### src/design/gpibtl_pkg.sv
// Constants, command codes and state types of the GPIB talker/listener port
package gpibtl_pkg;

  // Bus command codes, seven bits, parity bit ignored
  localparam logic [6:0] CMD_GTL = 7'h01;
  localparam logic [6:0] CMD_SDC = 7'h04;
  localparam logic [6:0] CMD_GET = 7'h08;
  localparam logic [6:0] CMD_DCL = 7'h14;
  localparam logic [6:0] CMD_SPE = 7'h18;
  localparam logic [6:0] CMD_SPD = 7'h19;
  localparam logic [6:0] CMD_UNL = 7'h3f;
  localparam logic [6:0] CMD_UNT = 7'h5f;
  localparam logic [1:0] LISTEN_GROUP = 2'h1;
  localparam logic [1:0] TALK_GROUP   = 2'h2;

  // Field widths, bit position and buffer depth
  localparam int ADDR_W   = 5;
  localparam int RQS_BIT  = 6;
  localparam int FIFO_W   = 9;
  localparam int FIFO_D   = 8;
  localparam int SYNC_W   = 16;

  // Trigger source encodings
  localparam logic [1:0] TRIG_SRC_IMM = 2'h0;
  localparam logic [1:0] TRIG_SRC_BUS = 2'h1;
  localparam logic [1:0] TRIG_SRC_EXT = 2'h2;

  // Data settling time before data valid is asserted
  localparam int CLK_PERIOD_NS = 100;
  localparam int SETTLE_NS     = 2000;
  localparam int SETTLE_CYC    = (SETTLE_NS + CLK_PERIOD_NS - 1)
                                 / CLK_PERIOD_NS;
  localparam int SETTLE_W      = 5;

  // Reset values
  localparam logic [SYNC_W-1:0] SYNC_RST = 16'h7fff;

  typedef enum logic [4:0] {
    AH_IDLE = 5'h01,
    AH_NRDY = 5'h02,
    AH_RDY  = 5'h04,
    AH_ACC  = 5'h08,
    AH_WAIT = 5'h10
  } gpibtl_ah_t;

  typedef enum logic [4:0] {
    SH_IDLE   = 5'h01,
    SH_SETTLE = 5'h02,
    SH_WRFD   = 5'h04,
    SH_DAV    = 5'h08,
    SH_REL    = 5'h10
  } gpibtl_sh_t;

endpackage : gpibtl_pkg

### src/design/gpibtl_fifo.sv
// Receive FIFO with width and depth parameters and valid/ready on both sides
`timescale 1ns/10ps
module gpibtl_fifo #(
  parameter int WIDTH = 9,
  parameter int DEPTH = 8
) (
  // Clock and reset
  input  wire logic             clk_i,
  input  wire logic             resetn_i,
  input  wire logic             flush_i,
  // Fill side
  input  wire logic [WIDTH-1:0] in_data_i,
  input  wire logic             in_valid_i,
  output logic                  in_ready_o,
  // Drain side
  output logic      [WIDTH-1:0] out_data_o,
  output logic                  out_valid_o,
  input  wire logic             out_ready_i
);
  localparam int AW = $clog2(DEPTH);

  logic [WIDTH-1:0] mem_ff [DEPTH];
  logic [AW:0]      wr_ff;
  logic [AW:0]      rd_ff;
  logic [AW:0]      nxt_wr;
  logic [AW:0]      nxt_rd;
  logic             push;
  logic             pop;

  assign in_ready_o  = (wr_ff - rd_ff) != (AW+1)'(DEPTH);
  assign out_valid_o = wr_ff != rd_ff;
  assign out_data_o  = mem_ff[rd_ff[AW-1:0]];
  assign push        = in_valid_i && in_ready_o;
  assign pop         = out_valid_o && out_ready_i;

  always_comb begin
    nxt_wr = push ? wr_ff + 1'b1 : wr_ff;
    nxt_rd = pop ? rd_ff + 1'b1 : rd_ff;
    if (flush_i) begin
      nxt_wr = '0;
      nxt_rd = '0;
    end
  end

  always_ff @(posedge clk_i or negedge resetn_i) begin
    if (!resetn_i) begin
      wr_ff <= '0;
      rd_ff <= '0;
    end else begin
      wr_ff <= nxt_wr;
      rd_ff <= nxt_rd;
    end
  end

  always_ff @(posedge clk_i) begin
    if (push) begin
      mem_ff[wr_ff[AW-1:0]] <= in_data_i;
    end
  end

endmodule : gpibtl_fifo

### src/design/gpibtl_port.sv
// GPIB talker/listener interface logic of the instrument
`timescale 1ns/10ps
module gpibtl_port (
  // Clock and reset
  input  wire logic        clk_i,
  input  wire logic        resetn_i,
  // Bus data lines, active low, open drain
  input  wire logic [7:0]  dio_n_i,
  output logic      [7:0]  dio_n_o,
  output logic      [7:0]  dio_oe_o,
  // Bus handshake and management lines
  input  wire logic        dav_n_i,
  output logic             dav_n_o,
  output logic             dav_oe_o,
  input  wire logic        nrfd_n_i,
  output logic             nrfd_n_o,
  output logic             nrfd_oe_o,
  input  wire logic        ndac_n_i,
  output logic             ndac_n_o,
  output logic             ndac_oe_o,
  input  wire logic        eoi_n_i,
  output logic             eoi_n_o,
  output logic             eoi_oe_o,
  input  wire logic        srq_n_i,
  output logic             srq_n_o,
  output logic             srq_oe_o,
  input  wire logic        atn_n_i,
  input  wire logic        ifc_n_i,
  input  wire logic        ren_n_i,
  // Configuration
  input  wire logic [4:0]  addr_i,
  // Received data stream
  output logic      [7:0]  rx_data_o,
  output logic             rx_end_o,
  output logic             rx_valid_o,
  input  wire logic        rx_ready_i,
  // Transmit data stream
  input  wire logic [7:0]  tx_data_i,
  input  wire logic        tx_end_i,
  input  wire logic        tx_valid_i,
  output logic             tx_ready_o,
  // Status and service request
  input  wire logic [7:0]  status_i,
  input  wire logic [7:0]  srq_cond_i,
  input  wire logic [7:0]  srq_enable_i,
  // Front panel and command parser
  input  wire logic        key_valid_i,
  input  wire logic        key_local_i,
  input  wire logic        lockout_i,
  input  wire logic        rem_cmd_valid_i,
  input  wire logic        rem_cmd_arg_i,
  input  wire logic [1:0]  trig_source_i,
  input  wire logic        trig_cmd_i,
  input  wire logic        ext_trig_i,
  // Device events and state
  output logic             key_accept_o,
  output logic             trigger_o,
  output logic             dev_clear_o,
  output logic             remote_o,
  output logic             talker_o,
  output logic             listener_o,
  output logic             spoll_o
);

  // Input synchronisers
  logic [15:0] sync1_ff;
  logic [15:0] sync2_ff;
  logic [15:0] raw_in;
  logic [15:0] nxt_sync1;
  logic [15:0] nxt_sync2;

  assign raw_in = {ext_trig_i, atn_n_i, ifc_n_i, ren_n_i, dav_n_i,
                   nrfd_n_i, ndac_n_i, eoi_n_i, dio_n_i};

  always_comb begin
    nxt_sync1 = raw_in;
    nxt_sync2 = sync1_ff;
  end

  always_ff @(posedge clk_i or negedge resetn_i) begin
    if (!resetn_i) begin
      sync1_ff <= gpibtl_pkg::SYNC_RST;
      sync2_ff <= gpibtl_pkg::SYNC_RST;
    end else begin
      sync1_ff <= nxt_sync1;
      sync2_ff <= nxt_sync2;
    end
  end

  // Logical (true = asserted) bus levels
  logic       ext_trig;
  logic       atn;
  logic       ifc;
  logic       ren;
  logic       dav;
  logic       nrfd;
  logic       ndac;
  logic       eoi;
  logic [7:0] dio;
  logic       srq_unused;

  assign ext_trig   = sync2_ff[15];
  assign atn        = !sync2_ff[14];
  assign ifc        = !sync2_ff[13];
  assign ren        = !sync2_ff[12];
  assign dav        = !sync2_ff[11];
  assign nrfd       = !sync2_ff[10];
  assign ndac       = !sync2_ff[9];
  assign eoi        = !sync2_ff[8];
  assign dio        = ~sync2_ff[7:0];
  assign srq_unused = srq_n_i;

  // Receive FIFO
  logic fifo_in_ready;
  logic fifo_in_valid;
  logic fifo_flush;
  logic [gpibtl_pkg::FIFO_W-1:0] fifo_out;

  // Acceptor handshake
  gpibtl_pkg::gpibtl_ah_t ah_ff;
  gpibtl_pkg::gpibtl_ah_t nxt_ah;
  logic [7:0] rx_byte_ff;
  logic [7:0] nxt_rx_byte;
  logic       rx_eoi_ff;
  logic       nxt_rx_eoi;
  logic       rx_atn_ff;
  logic       nxt_rx_atn;
  logic       ah_active;

  // Commands are taken by everyone while attention is true
  assign ah_active = atn || listener_o;

  always_comb begin
    nxt_ah      = ah_ff;
    nxt_rx_byte = rx_byte_ff;
    nxt_rx_eoi  = rx_eoi_ff;
    nxt_rx_atn  = rx_atn_ff;
    case (ah_ff)
      gpibtl_pkg::AH_IDLE: begin
        if (ah_active) begin
          nxt_ah = gpibtl_pkg::AH_NRDY;
        end
      end
      gpibtl_pkg::AH_NRDY: begin
        if (!ah_active) begin
          nxt_ah = gpibtl_pkg::AH_IDLE;
        end else if ((atn || fifo_in_ready) && !dav) begin
          nxt_ah = gpibtl_pkg::AH_RDY;
        end
      end
      gpibtl_pkg::AH_RDY: begin
        if (!ah_active) begin
          nxt_ah = gpibtl_pkg::AH_IDLE;
        end else if (dav) begin
          nxt_ah      = gpibtl_pkg::AH_ACC;
          nxt_rx_byte = dio;
          nxt_rx_eoi  = eoi;
          nxt_rx_atn  = atn;
        end
      end
      gpibtl_pkg::AH_ACC: begin
        nxt_ah = gpibtl_pkg::AH_WAIT;
      end
      gpibtl_pkg::AH_WAIT: begin
        if (!dav) begin
          nxt_ah = ah_active ? gpibtl_pkg::AH_NRDY : gpibtl_pkg::AH_IDLE;
        end
      end
      default: begin
        nxt_ah = gpibtl_pkg::AH_IDLE;
      end
    endcase
  end

  always_ff @(posedge clk_i or negedge resetn_i) begin
    if (!resetn_i) begin
      ah_ff      <= gpibtl_pkg::AH_IDLE;
      rx_byte_ff <= 8'h00;
      rx_eoi_ff  <= 1'b0;
      rx_atn_ff  <= 1'b0;
    end else begin
      ah_ff      <= nxt_ah;
      rx_byte_ff <= nxt_rx_byte;
      rx_eoi_ff  <= nxt_rx_eoi;
      rx_atn_ff  <= nxt_rx_atn;
    end
  end

  // Command decode of an accepted byte sent under attention
  logic       cmd_take;
  logic [6:0] cmd;
  logic       is_mla;
  logic       is_mta;
  logic       is_ota;

  assign cmd_take = (ah_ff == gpibtl_pkg::AH_ACC) && rx_atn_ff;
  assign cmd      = rx_byte_ff[6:0];
  assign is_mla   = cmd == {gpibtl_pkg::LISTEN_GROUP, addr_i};
  assign is_mta   = cmd == {gpibtl_pkg::TALK_GROUP, addr_i};
  assign is_ota   = (cmd[6:5] == gpibtl_pkg::TALK_GROUP) && !is_mta
                    && (cmd != gpibtl_pkg::CMD_UNT);
  assign fifo_in_valid = (ah_ff == gpibtl_pkg::AH_ACC) && !rx_atn_ff
                         && listener_o;

  // Source handshake
  gpibtl_pkg::gpibtl_sh_t sh_ff;
  gpibtl_pkg::gpibtl_sh_t nxt_sh;
  logic [7:0]                      tx_byte_ff;
  logic [7:0]                      nxt_tx_byte;
  logic                            tx_eoi_ff;
  logic                            nxt_tx_eoi;
  logic                            tx_stb_ff;
  logic                            nxt_tx_stb;
  logic [gpibtl_pkg::SETTLE_W-1:0] settle_ff;
  logic [gpibtl_pkg::SETTLE_W-1:0] nxt_settle;
  logic                            talk_data;
  logic                            stb_sent;
  logic                            srq_pend_ff;

  assign talk_data  = talker_o && !atn;
  assign tx_ready_o = (sh_ff == gpibtl_pkg::SH_IDLE) && talk_data
                      && !spoll_o;
  assign stb_sent   = (sh_ff == gpibtl_pkg::SH_DAV) && !ndac && tx_stb_ff
                      && tx_byte_ff[gpibtl_pkg::RQS_BIT];

  always_comb begin
    nxt_sh      = sh_ff;
    nxt_tx_byte = tx_byte_ff;
    nxt_tx_eoi  = tx_eoi_ff;
    nxt_tx_stb  = tx_stb_ff;
    nxt_settle  = settle_ff;
    case (sh_ff)
      gpibtl_pkg::SH_IDLE: begin
        nxt_settle = '0;
        if (talk_data && spoll_o) begin
          nxt_sh      = gpibtl_pkg::SH_SETTLE;
          nxt_tx_byte = status_i;
          nxt_tx_byte[gpibtl_pkg::RQS_BIT] = srq_pend_ff;
          nxt_tx_eoi  = 1'b0;
          nxt_tx_stb  = 1'b1;
        end else if (talk_data && tx_valid_i) begin
          nxt_sh      = gpibtl_pkg::SH_SETTLE;
          nxt_tx_byte = tx_data_i;
          nxt_tx_eoi  = tx_end_i;
          nxt_tx_stb  = 1'b0;
        end
      end
      gpibtl_pkg::SH_SETTLE: begin
        nxt_settle = settle_ff + 1'b1;
        if (settle_ff == gpibtl_pkg::SETTLE_W'(gpibtl_pkg::SETTLE_CYC - 1))
        begin
          nxt_sh = gpibtl_pkg::SH_WRFD;
        end
      end
      gpibtl_pkg::SH_WRFD: begin
        if (!nrfd) begin
          nxt_sh = gpibtl_pkg::SH_DAV;
        end
      end
      gpibtl_pkg::SH_DAV: begin
        if (!ndac) begin
          nxt_sh = gpibtl_pkg::SH_REL;
        end
      end
      gpibtl_pkg::SH_REL: begin
        nxt_sh = gpibtl_pkg::SH_IDLE;
      end
      default: begin
        nxt_sh = gpibtl_pkg::SH_IDLE;
      end
    endcase
    // Attention or loss of talk role withdraws the byte at once
    if (!talk_data || fifo_flush) begin
      nxt_sh = gpibtl_pkg::SH_IDLE;
    end
  end

  always_ff @(posedge clk_i or negedge resetn_i) begin
    if (!resetn_i) begin
      sh_ff      <= gpibtl_pkg::SH_IDLE;
      tx_byte_ff <= 8'h00;
      tx_eoi_ff  <= 1'b0;
      tx_stb_ff  <= 1'b0;
      settle_ff  <= '0;
    end else begin
      sh_ff      <= nxt_sh;
      tx_byte_ff <= nxt_tx_byte;
      tx_eoi_ff  <= nxt_tx_eoi;
      tx_stb_ff  <= nxt_tx_stb;
      settle_ff  <= nxt_settle;
    end
  end

  // Addressing, remote/local, service request and device events
  logic talk_ff;
  logic listen_ff;
  logic spoll_ff;
  logic remote_ff;
  logic srq_any_ff;
  logic ext_prev_ff;
  logic trig_ff;
  logic clear_ff;
  logic key_ff;
  logic nxt_talk;
  logic nxt_listen;
  logic nxt_spoll;
  logic nxt_remote;
  logic nxt_srq_pend;
  logic nxt_srq_any;
  logic nxt_trig;
  logic nxt_clear;
  logic nxt_key;
  logic srq_any;
  logic get_hit;

  assign srq_any = |(srq_cond_i & srq_enable_i);
  assign get_hit = cmd_take && listen_ff && (cmd == gpibtl_pkg::CMD_GET);

  always_comb begin
    nxt_talk    = talk_ff;
    nxt_listen  = listen_ff;
    nxt_spoll   = spoll_ff;
    nxt_remote  = remote_ff;
    nxt_srq_any = srq_any;
    if (cmd_take) begin
      if (is_mla) begin
        nxt_listen = 1'b1;
        nxt_talk   = 1'b0;
        nxt_remote = remote_ff || ren;
      end
      if (is_mta) begin
        nxt_talk   = 1'b1;
        nxt_listen = 1'b0;
      end
      if (is_ota || cmd == gpibtl_pkg::CMD_UNT) begin
        nxt_talk = 1'b0;
      end
      if (cmd == gpibtl_pkg::CMD_UNL) begin
        nxt_listen = 1'b0;
      end
      if (cmd == gpibtl_pkg::CMD_SPE) begin
        nxt_spoll = 1'b1;
      end
      if (cmd == gpibtl_pkg::CMD_SPD) begin
        nxt_spoll = 1'b0;
      end
      // Go-to-local is deliberately not decoded
    end
    if (ifc) begin
      nxt_talk   = 1'b0;
      nxt_listen = 1'b0;
      nxt_spoll  = 1'b0;
    end
    if (rem_cmd_valid_i) begin
      nxt_remote = rem_cmd_arg_i;
    end
    if (key_valid_i && key_local_i && !lockout_i) begin
      nxt_remote = 1'b0;
    end
    if (!ren) begin
      nxt_remote = 1'b0;
    end
    // First enabled condition after none sets the request; a set beats the poll clear
    nxt_srq_pend = srq_pend_ff;
    if (stb_sent) begin
      nxt_srq_pend = 1'b0;
    end
    if (srq_any && !srq_any_ff) begin
      nxt_srq_pend = 1'b1;
    end
    nxt_clear = cmd_take && ((cmd == gpibtl_pkg::CMD_DCL)
                || (listen_ff && cmd == gpibtl_pkg::CMD_SDC));
    case (trig_source_i)
      gpibtl_pkg::TRIG_SRC_BUS: nxt_trig = get_hit || trig_cmd_i;
      gpibtl_pkg::TRIG_SRC_EXT: nxt_trig = ext_trig && !ext_prev_ff;
      gpibtl_pkg::TRIG_SRC_IMM: nxt_trig = trig_cmd_i;
      default:                  nxt_trig = 1'b0;
    endcase
    nxt_key = key_valid_i
              && (!remote_ff || (key_local_i && !lockout_i));
  end

  always_ff @(posedge clk_i or negedge resetn_i) begin
    if (!resetn_i) begin
      talk_ff     <= 1'b0;
      listen_ff   <= 1'b0;
      spoll_ff    <= 1'b0;
      remote_ff   <= 1'b0;
      srq_pend_ff <= 1'b0;
      srq_any_ff  <= 1'b0;
      ext_prev_ff <= 1'b0;
      trig_ff     <= 1'b0;
      clear_ff    <= 1'b0;
      key_ff      <= 1'b0;
    end else begin
      talk_ff     <= nxt_talk;
      listen_ff   <= nxt_listen;
      spoll_ff    <= nxt_spoll;
      remote_ff   <= nxt_remote;
      srq_pend_ff <= nxt_srq_pend;
      srq_any_ff  <= nxt_srq_any;
      ext_prev_ff <= ext_trig;
      trig_ff     <= nxt_trig;
      clear_ff    <= nxt_clear;
      key_ff      <= nxt_key;
    end
  end

  assign fifo_flush = clear_ff;

  gpibtl_fifo #(
    .WIDTH (gpibtl_pkg::FIFO_W),
    .DEPTH (gpibtl_pkg::FIFO_D)
  ) u_rx_fifo (
    .clk_i       (clk_i),
    .resetn_i    (resetn_i),
    .flush_i     (fifo_flush),
    .in_data_i   ({rx_eoi_ff, rx_byte_ff}),
    .in_valid_i  (fifo_in_valid),
    .in_ready_o  (fifo_in_ready),
    .out_data_o  (fifo_out),
    .out_valid_o (rx_valid_o),
    .out_ready_i (rx_ready_i)
  );

  // Pin drive: outputs pull low only while enabled
  logic sh_drive;

  assign sh_drive  = (sh_ff == gpibtl_pkg::SH_SETTLE)
                     || (sh_ff == gpibtl_pkg::SH_WRFD)
                     || (sh_ff == gpibtl_pkg::SH_DAV);
  assign dio_n_o   = 8'h00;
  assign dio_oe_o  = sh_drive ? tx_byte_ff : 8'h00;
  assign eoi_n_o   = 1'b0;
  assign eoi_oe_o  = sh_drive && tx_eoi_ff;
  assign dav_n_o   = 1'b0;
  assign dav_oe_o  = sh_ff == gpibtl_pkg::SH_DAV;
  assign nrfd_n_o  = 1'b0;
  assign nrfd_oe_o = (ah_ff == gpibtl_pkg::AH_NRDY)
                     || (ah_ff == gpibtl_pkg::AH_ACC)
                     || (ah_ff == gpibtl_pkg::AH_WAIT);
  assign ndac_n_o  = 1'b0;
  assign ndac_oe_o = (ah_ff == gpibtl_pkg::AH_NRDY)
                     || (ah_ff == gpibtl_pkg::AH_RDY);
  assign srq_n_o   = 1'b0;
  assign srq_oe_o  = srq_pend_ff;

  assign rx_data_o    = fifo_out[7:0];
  assign rx_end_o     = fifo_out[8];
  assign key_accept_o = key_ff;
  assign trigger_o    = trig_ff;
  assign dev_clear_o  = clear_ff;
  assign remote_o     = remote_ff;
  assign talker_o     = talk_ff;
  assign listener_o   = listen_ff;
  assign spoll_o      = spoll_ff;

endmodule : gpibtl_port

### config.mk
export PLATFORM = sky130hd
export DESIGN_NAME = gpibtl_port
export DESIGN_NICKNAME = d
export VERILOG_FILES = /design/src/design/gpibtl_pkg.sv /design/src/design/gpibtl_fifo.sv /design/src/design/gpibtl_port.sv
export SDC_FILE = /design/constraint.sdc
export NUM_CORES = 1
export LEC_CHECK = 0
export BUFFER_PORTS_ARGS = -buffer_cell sky130_fd_sc_hd__buf_4
export CELL_PAD_IN_SITES_DETAIL_PLACEMENT = 0
export CELL_PAD_IN_SITES_GLOBAL_PLACEMENT = 2
export CORE_UTILIZATION = 42
export DETAILED_ROUTE_END_ITERATION = 7
export PLACE_DENSITY = 0.94
export REMOVE_ABC_BUFFERS = 1
export SLEW_MARGIN = 10
export SYNTH_ARGS = -nofsm -noshare
export SYNTH_HDL_FRONTEND = slang
export SYNTH_HIERARCHICAL = 1
export SYNTH_SLANG_ARGS = --single-unit
### constraint.sdc
create_clock -name clk_i -period 10.1 [get_ports clk_i]
set_input_delay 1.515 -clock clk_i [delete_from_list [all_inputs] [get_ports clk_i]]
set_output_delay 1.515 -clock clk_i [all_outputs]
set_load 0.02 [all_outputs]
# Word-level counts from Yosys, hierarchy flattened
# Memories as Yosys holds them, arrays and structs flattened.
# Index checks and enable logic that the tools add are counted.
# word_totals
register_bits,85
ram_bits,72
out_inout_bits,44
memories,1
input_bits,67
elab_cells,187
# classes
addsub,4
n_mux,51
n_reduce_logical,68
bitwise,3
eq_ne,37
# memory_table
name,words,width,rd,rd_ports_with_merged_regs,write_ports,line,rtl
u_rx_fifo.mem_ff,8,9,1,0,1,gpibtl_fifo.sv:22,logic [WIDTH-1:0] mem_ff [DEPTH];
# op_table
op,n
2-to-1 mux 5 bit,12
logical AND 1 bit,27
2-to-1 mux 1 bit,27
case mux 5 bit (5 select lines),1
2-to-1 mux 8 bit,3
equality test 7 x 5 -> 1 bit (second input constant),3
case mux 5 bit (4 select lines),1
2-to-1 mux 4 bit,4
logical OR 1 bit,13
!= test 3 bit (second input constant),4
!= test 4 x 1 -> 1 bit (second input constant),3
logical NOT 1 bit,11
equality test 5 x 1 -> 1 bit (second input constant),2
equality test 5 x 2 -> 1 bit (second input constant),2
equality test 5 x 3 -> 1 bit (second input constant),2
equality test 5 x 4 -> 1 bit (second input constant),2
equality test 5 bit (second input constant),2
case mux 5 bit (2 select lines),1
AND reduction 2 bit,5
nonzero test 2 bit,5
adder 4 x 1 -> 4 bit (second input constant),2
bitwise AND 8 bit,1
NOT 8 bit,1
AND reduction 4 bit,2
23 further kinds,27

# Depth between registers and ports, before layout
# depth
depth_word,8
depth_mapped,12

# Cells and area by module
# The synthesis kept the hierarchy.
# by_module_without_submodules
mod,area_each_um2,cells_each,instances,seq_area_each_um2
gpibtl_port,3404.5,301,1,1966.9
gpibtl_fifo,3352.0,192,1,2362.3

# Worst setup path after synthesis
# No wires, ideal clock.
# synth_path
path_type,reg-to-reg
startpoint,register u_rx_fifo.rd_ff[2]
endpoint,"memory u_rx_fifo.mem_ff[0][0], enable pin"
stages_incl_launch_ff,11
required_time_ps,9701
setup_ps,399
t_arrival_ps,2962
slack_ps,6739
period_less_slack_ps,3361
cell_sequence,dfrtp_1 > clkbuf_1 > inv_1 > clkbuf_1 > ha_1 > nor2_1 > and4bb_4 > a21bo_4 > or2_1 > buf_6 > nor4_1
# synth_between
elab_chain_cells,5
# synth_rtl
item,line,rtl
"start, declared",gpibtl_fifo.sv:24,logic [AW:0] rd_ff;
"start signal, assigned",gpibtl_fifo.sv:51,rd_ff <= nxt_rd;
subtractor 4 bit,gpibtl_fifo.sv:30,assign in_ready_o = (wr_ff - rd_ff) != (AW+1)'(DEPTH);
!= test 4 bit,gpibtl_fifo.sv:30,
logical AND 1 bit,gpibtl_fifo.sv:33,assign push = in_valid_i && in_ready_o;
2-to-1 mux 1 bit,gpibtl_fifo.sv:56,if (push) begin
2-to-1 mux 1 bit (implied by the code),gpibtl_fifo.sv:57,mem_ff[wr_ff[AW-1:0]] <= in_data_i;
"end, declared",gpibtl_fifo.sv:22,
# No other way between the ends.

# Worst setup path after layout
# layout_path
startpoint,register u_rx_fifo.rd_ff[1]
endpoint,output port rx_valid_o
# layout_between
elab_chain_cells,1
# layout_rtl
item,line,rtl
!= test 4 bit,gpibtl_fifo.sv:31,assign out_valid_o = wr_ff != rd_ff;
"end, declared",gpibtl_port.sv:35,"output logic rx_valid_o,"
# No other way between the ends.

==> run metrics <==
GR Layer Usage met2 0.283; FMAX 253 MHz; CP Buf/Inv Count 2; Period minus WS final 3.95 ns; sw frac 0.288; layout cells sized above 1 0.326; synthesized area between 6000 and 7000 um2; Peak VDD IR around 0.13 mV; Pleak 3.35 nW; Clock Latency Late Sink ~0.42 ns; final-stage net count between 600 and 700; PnR worst setup slack 6.15 ns; Initial Utilization 0.438; synthesis-stage register bit count 157; Worst-Margin Slew between 0.9 and 1 ns; detailed-route via count 4,244; DRT Wirelength around 13,000 um; Clock Tree Root clkbuf_16; grt met1 use 0.217; hold buffer count at CTS 0; utilization after layout 0.532; drt first pass iters 4; Clock Path Buffers 2; PwrDens 213 nW/um2; CTS tree yes; crit-path max cell delay 0.99 ns; Hold Crit Class flip-flop to flip-flop; crit-path cells inv_1 > ha_1 > and2_1 > nand3_1 > buf_4; initial antenna violation count 0; DR vias/cell 5.18; # rows 45; die width 129 um; critical path class flip-flop to primary output; crit-path max FO 22; share of flip-flops with an asynchronous set or reset 0.541; number of synthesized flops with an enable pin 72; remaining global-route overflow 0; core box area about 15,000 um2; slew margin rel. 0.340; CP arrival 2.43 ns; CP Capture Type primary output; Clock Skew 0.00823 ns; Top delay family on crit path flip-flops; cts bufs inserted 17; Post-CTS Setup Repair Bufs 0; Reg clk slew, reported paths 0.06 ns; first-pass GRT wire length 21,700 um; routed length per instance about 16 um; DR iter-0 viols between 200 and 250; Comb power frac 0.210; dpl ws around 6.5 ns; antenna cell count 0; Clk pwr share 0.334; max-slew violations 0; CP required 8.59 ns; GRT busiest layer met2; Die Ht 129 um; Syn Inst Count approximately 490; placer congestion estimate between 0.7 and 0.8; final setup fails 0; outcome finished, final reports clean; startpoint class of the critical path flip-flop; Pwr Total roughly 1.7 mW; CTS HTree Levels 4; hold slack 0.345 ns; ys flop type edfxtp_1; leading cell type in the layout, fill and taps excluded buf_4; vias in the first global route 4,335; Final Hold Fails 0; switching pwr 0.504 mW; # IOs 111; Warnings, synthesis 6; slowest CP cell dfrtp_1; setup TNS 0 ns; met3 usage 0.0503; Area growth syn-to-layout 21.4%; commonest non-fill, non-tap cells in the layout buf_4 (103), edfxtp_1 (72), dfrtp_1 (53); average cell area after synthesis 13.7 um2; placed wire-length estimate 9120 um; I/O Buffers 95; largest net degree at the start of global routing between 70 and 80; synth unique cells 67; DRC 0; Max-Cap Viols 0; die area 16,600 um2; Num Clock Sinks 157; gr usage total 0.174; Seq/Total Area, Yosys 0.641; RSZ-0062 raised after global routing false; Internal Power around 1.2 mW; post_cts resized 0; Flop pwr share 0.456; Routed Antenna Nets 0; Final period util 0.391
cell type report:
class                   instances  area (um2)
fillers                      1335        7220
flip-flops and latches        157        4330
multi-input cells             302        2230
repair buffers                103         773
clock buffers                  22         485
well taps                     211         264
clock inverters                10        65.1
inverters                      14        52.6
registers in the layout, indices dropped and copies added, names as in the netlist, 5 cells and up:
name	cells
sync2_ff	16
u_rx_fifo/mem_ff	72
sh_ff	5
nxt_sync2	16
settle_ff	5
tx_byte_ff	8
rx_byte_ff	8
ah_ff	5
worst paths after layout:
| check | to | from | cells past startpoint | slack, ns |
|---|---|---|---|---|
| hold reg to reg | sync2_ff[15] | nxt_sync2[15] | 0 | 0.35 |
| setup reg to reg | u_rx_fifo/mem_ff[2][3] | u_rx_fifo/rd_ff[1] | 7 | 6.51 |
| hold / removal | sync2_ff[15] | nxt_sync2[15] | 0 | 0.35 |
| max in group asynchronous | rx_byte_ff[2] | resetn_i | 2 | 8.03 |
| setup / recovery | rx_valid_o | u_rx_fifo/rd_ff[1] | 5 | 6.15 |
| min in group asynchronous | settle_ff[0] | resetn_i | 1 | 0.94 |
metrics by stage:
step	instance area (um2)	cells
4_1_cts	8200	819
5_1_grt	8200	819
2_1_floorplan	6610	473
6_report	8200	819
3_3_place_gp	7650	787
3_5_place_dp	7650	787
cell usage after synthesis (9+ instances only):
cell	count	area (um2)
inv_1	14	52.6
nand2b_1	9	56.3
a21oi_1	28	140
o21ai_0	9	45.0
mux2i_1	12	120
edfxtp_1	72	2160
mux4_2	18	405
dfrtp_1	53	1330
nand2_1	39	146
clkbuf_1	10	37.5
buf_4	13	97.6
nor2_1	34	128
nor2b_1	17	106
dfstp_2	32	841
xor2_1	9	78.8
nor4_1	9	56.3
nand3_1	11	55.1
power groups by stage:
stage	Combinational [mW]	Clock, mW	Sequential [mW]
after global placement	0.363	0	0.804
after CTS	0.372	0.598	0.798
final	0.366	0.584	0.797
after detailed placement	0.372	0	0.810
after global routing	0.406	0.628	0.805
after floorplan	0.232	0	0.798
routing by layer:
| metal | up-vias | part of all wire |
|---|---|---|
| met3 | 14 | 0.064 |
| met4 | 0 | 0.016 |
| li1 | 1992 | - |
| met2 | 130 | 0.49 |
| met5 | - | 0 |
| met1 | 2108 | 0.43 |
logic make-up (layout without fill, tap and decap cells):
kind of cell    count (synthesis)  after routing  share of synthesized area
compound gates                 76             76                     0.0754
xor+xnor                       14             14                     0.0181
fa+ha+maj                       6              6                     0.0111
buf+inv                        46            149                     0.0361
flops                         157            157                      0.641
mux                            31             31                     0.0794
other cells                     1             13                   0.000555
simple gates                  162            162                      0.139
No activity file was read; power rests on OpenSTA's default activity.
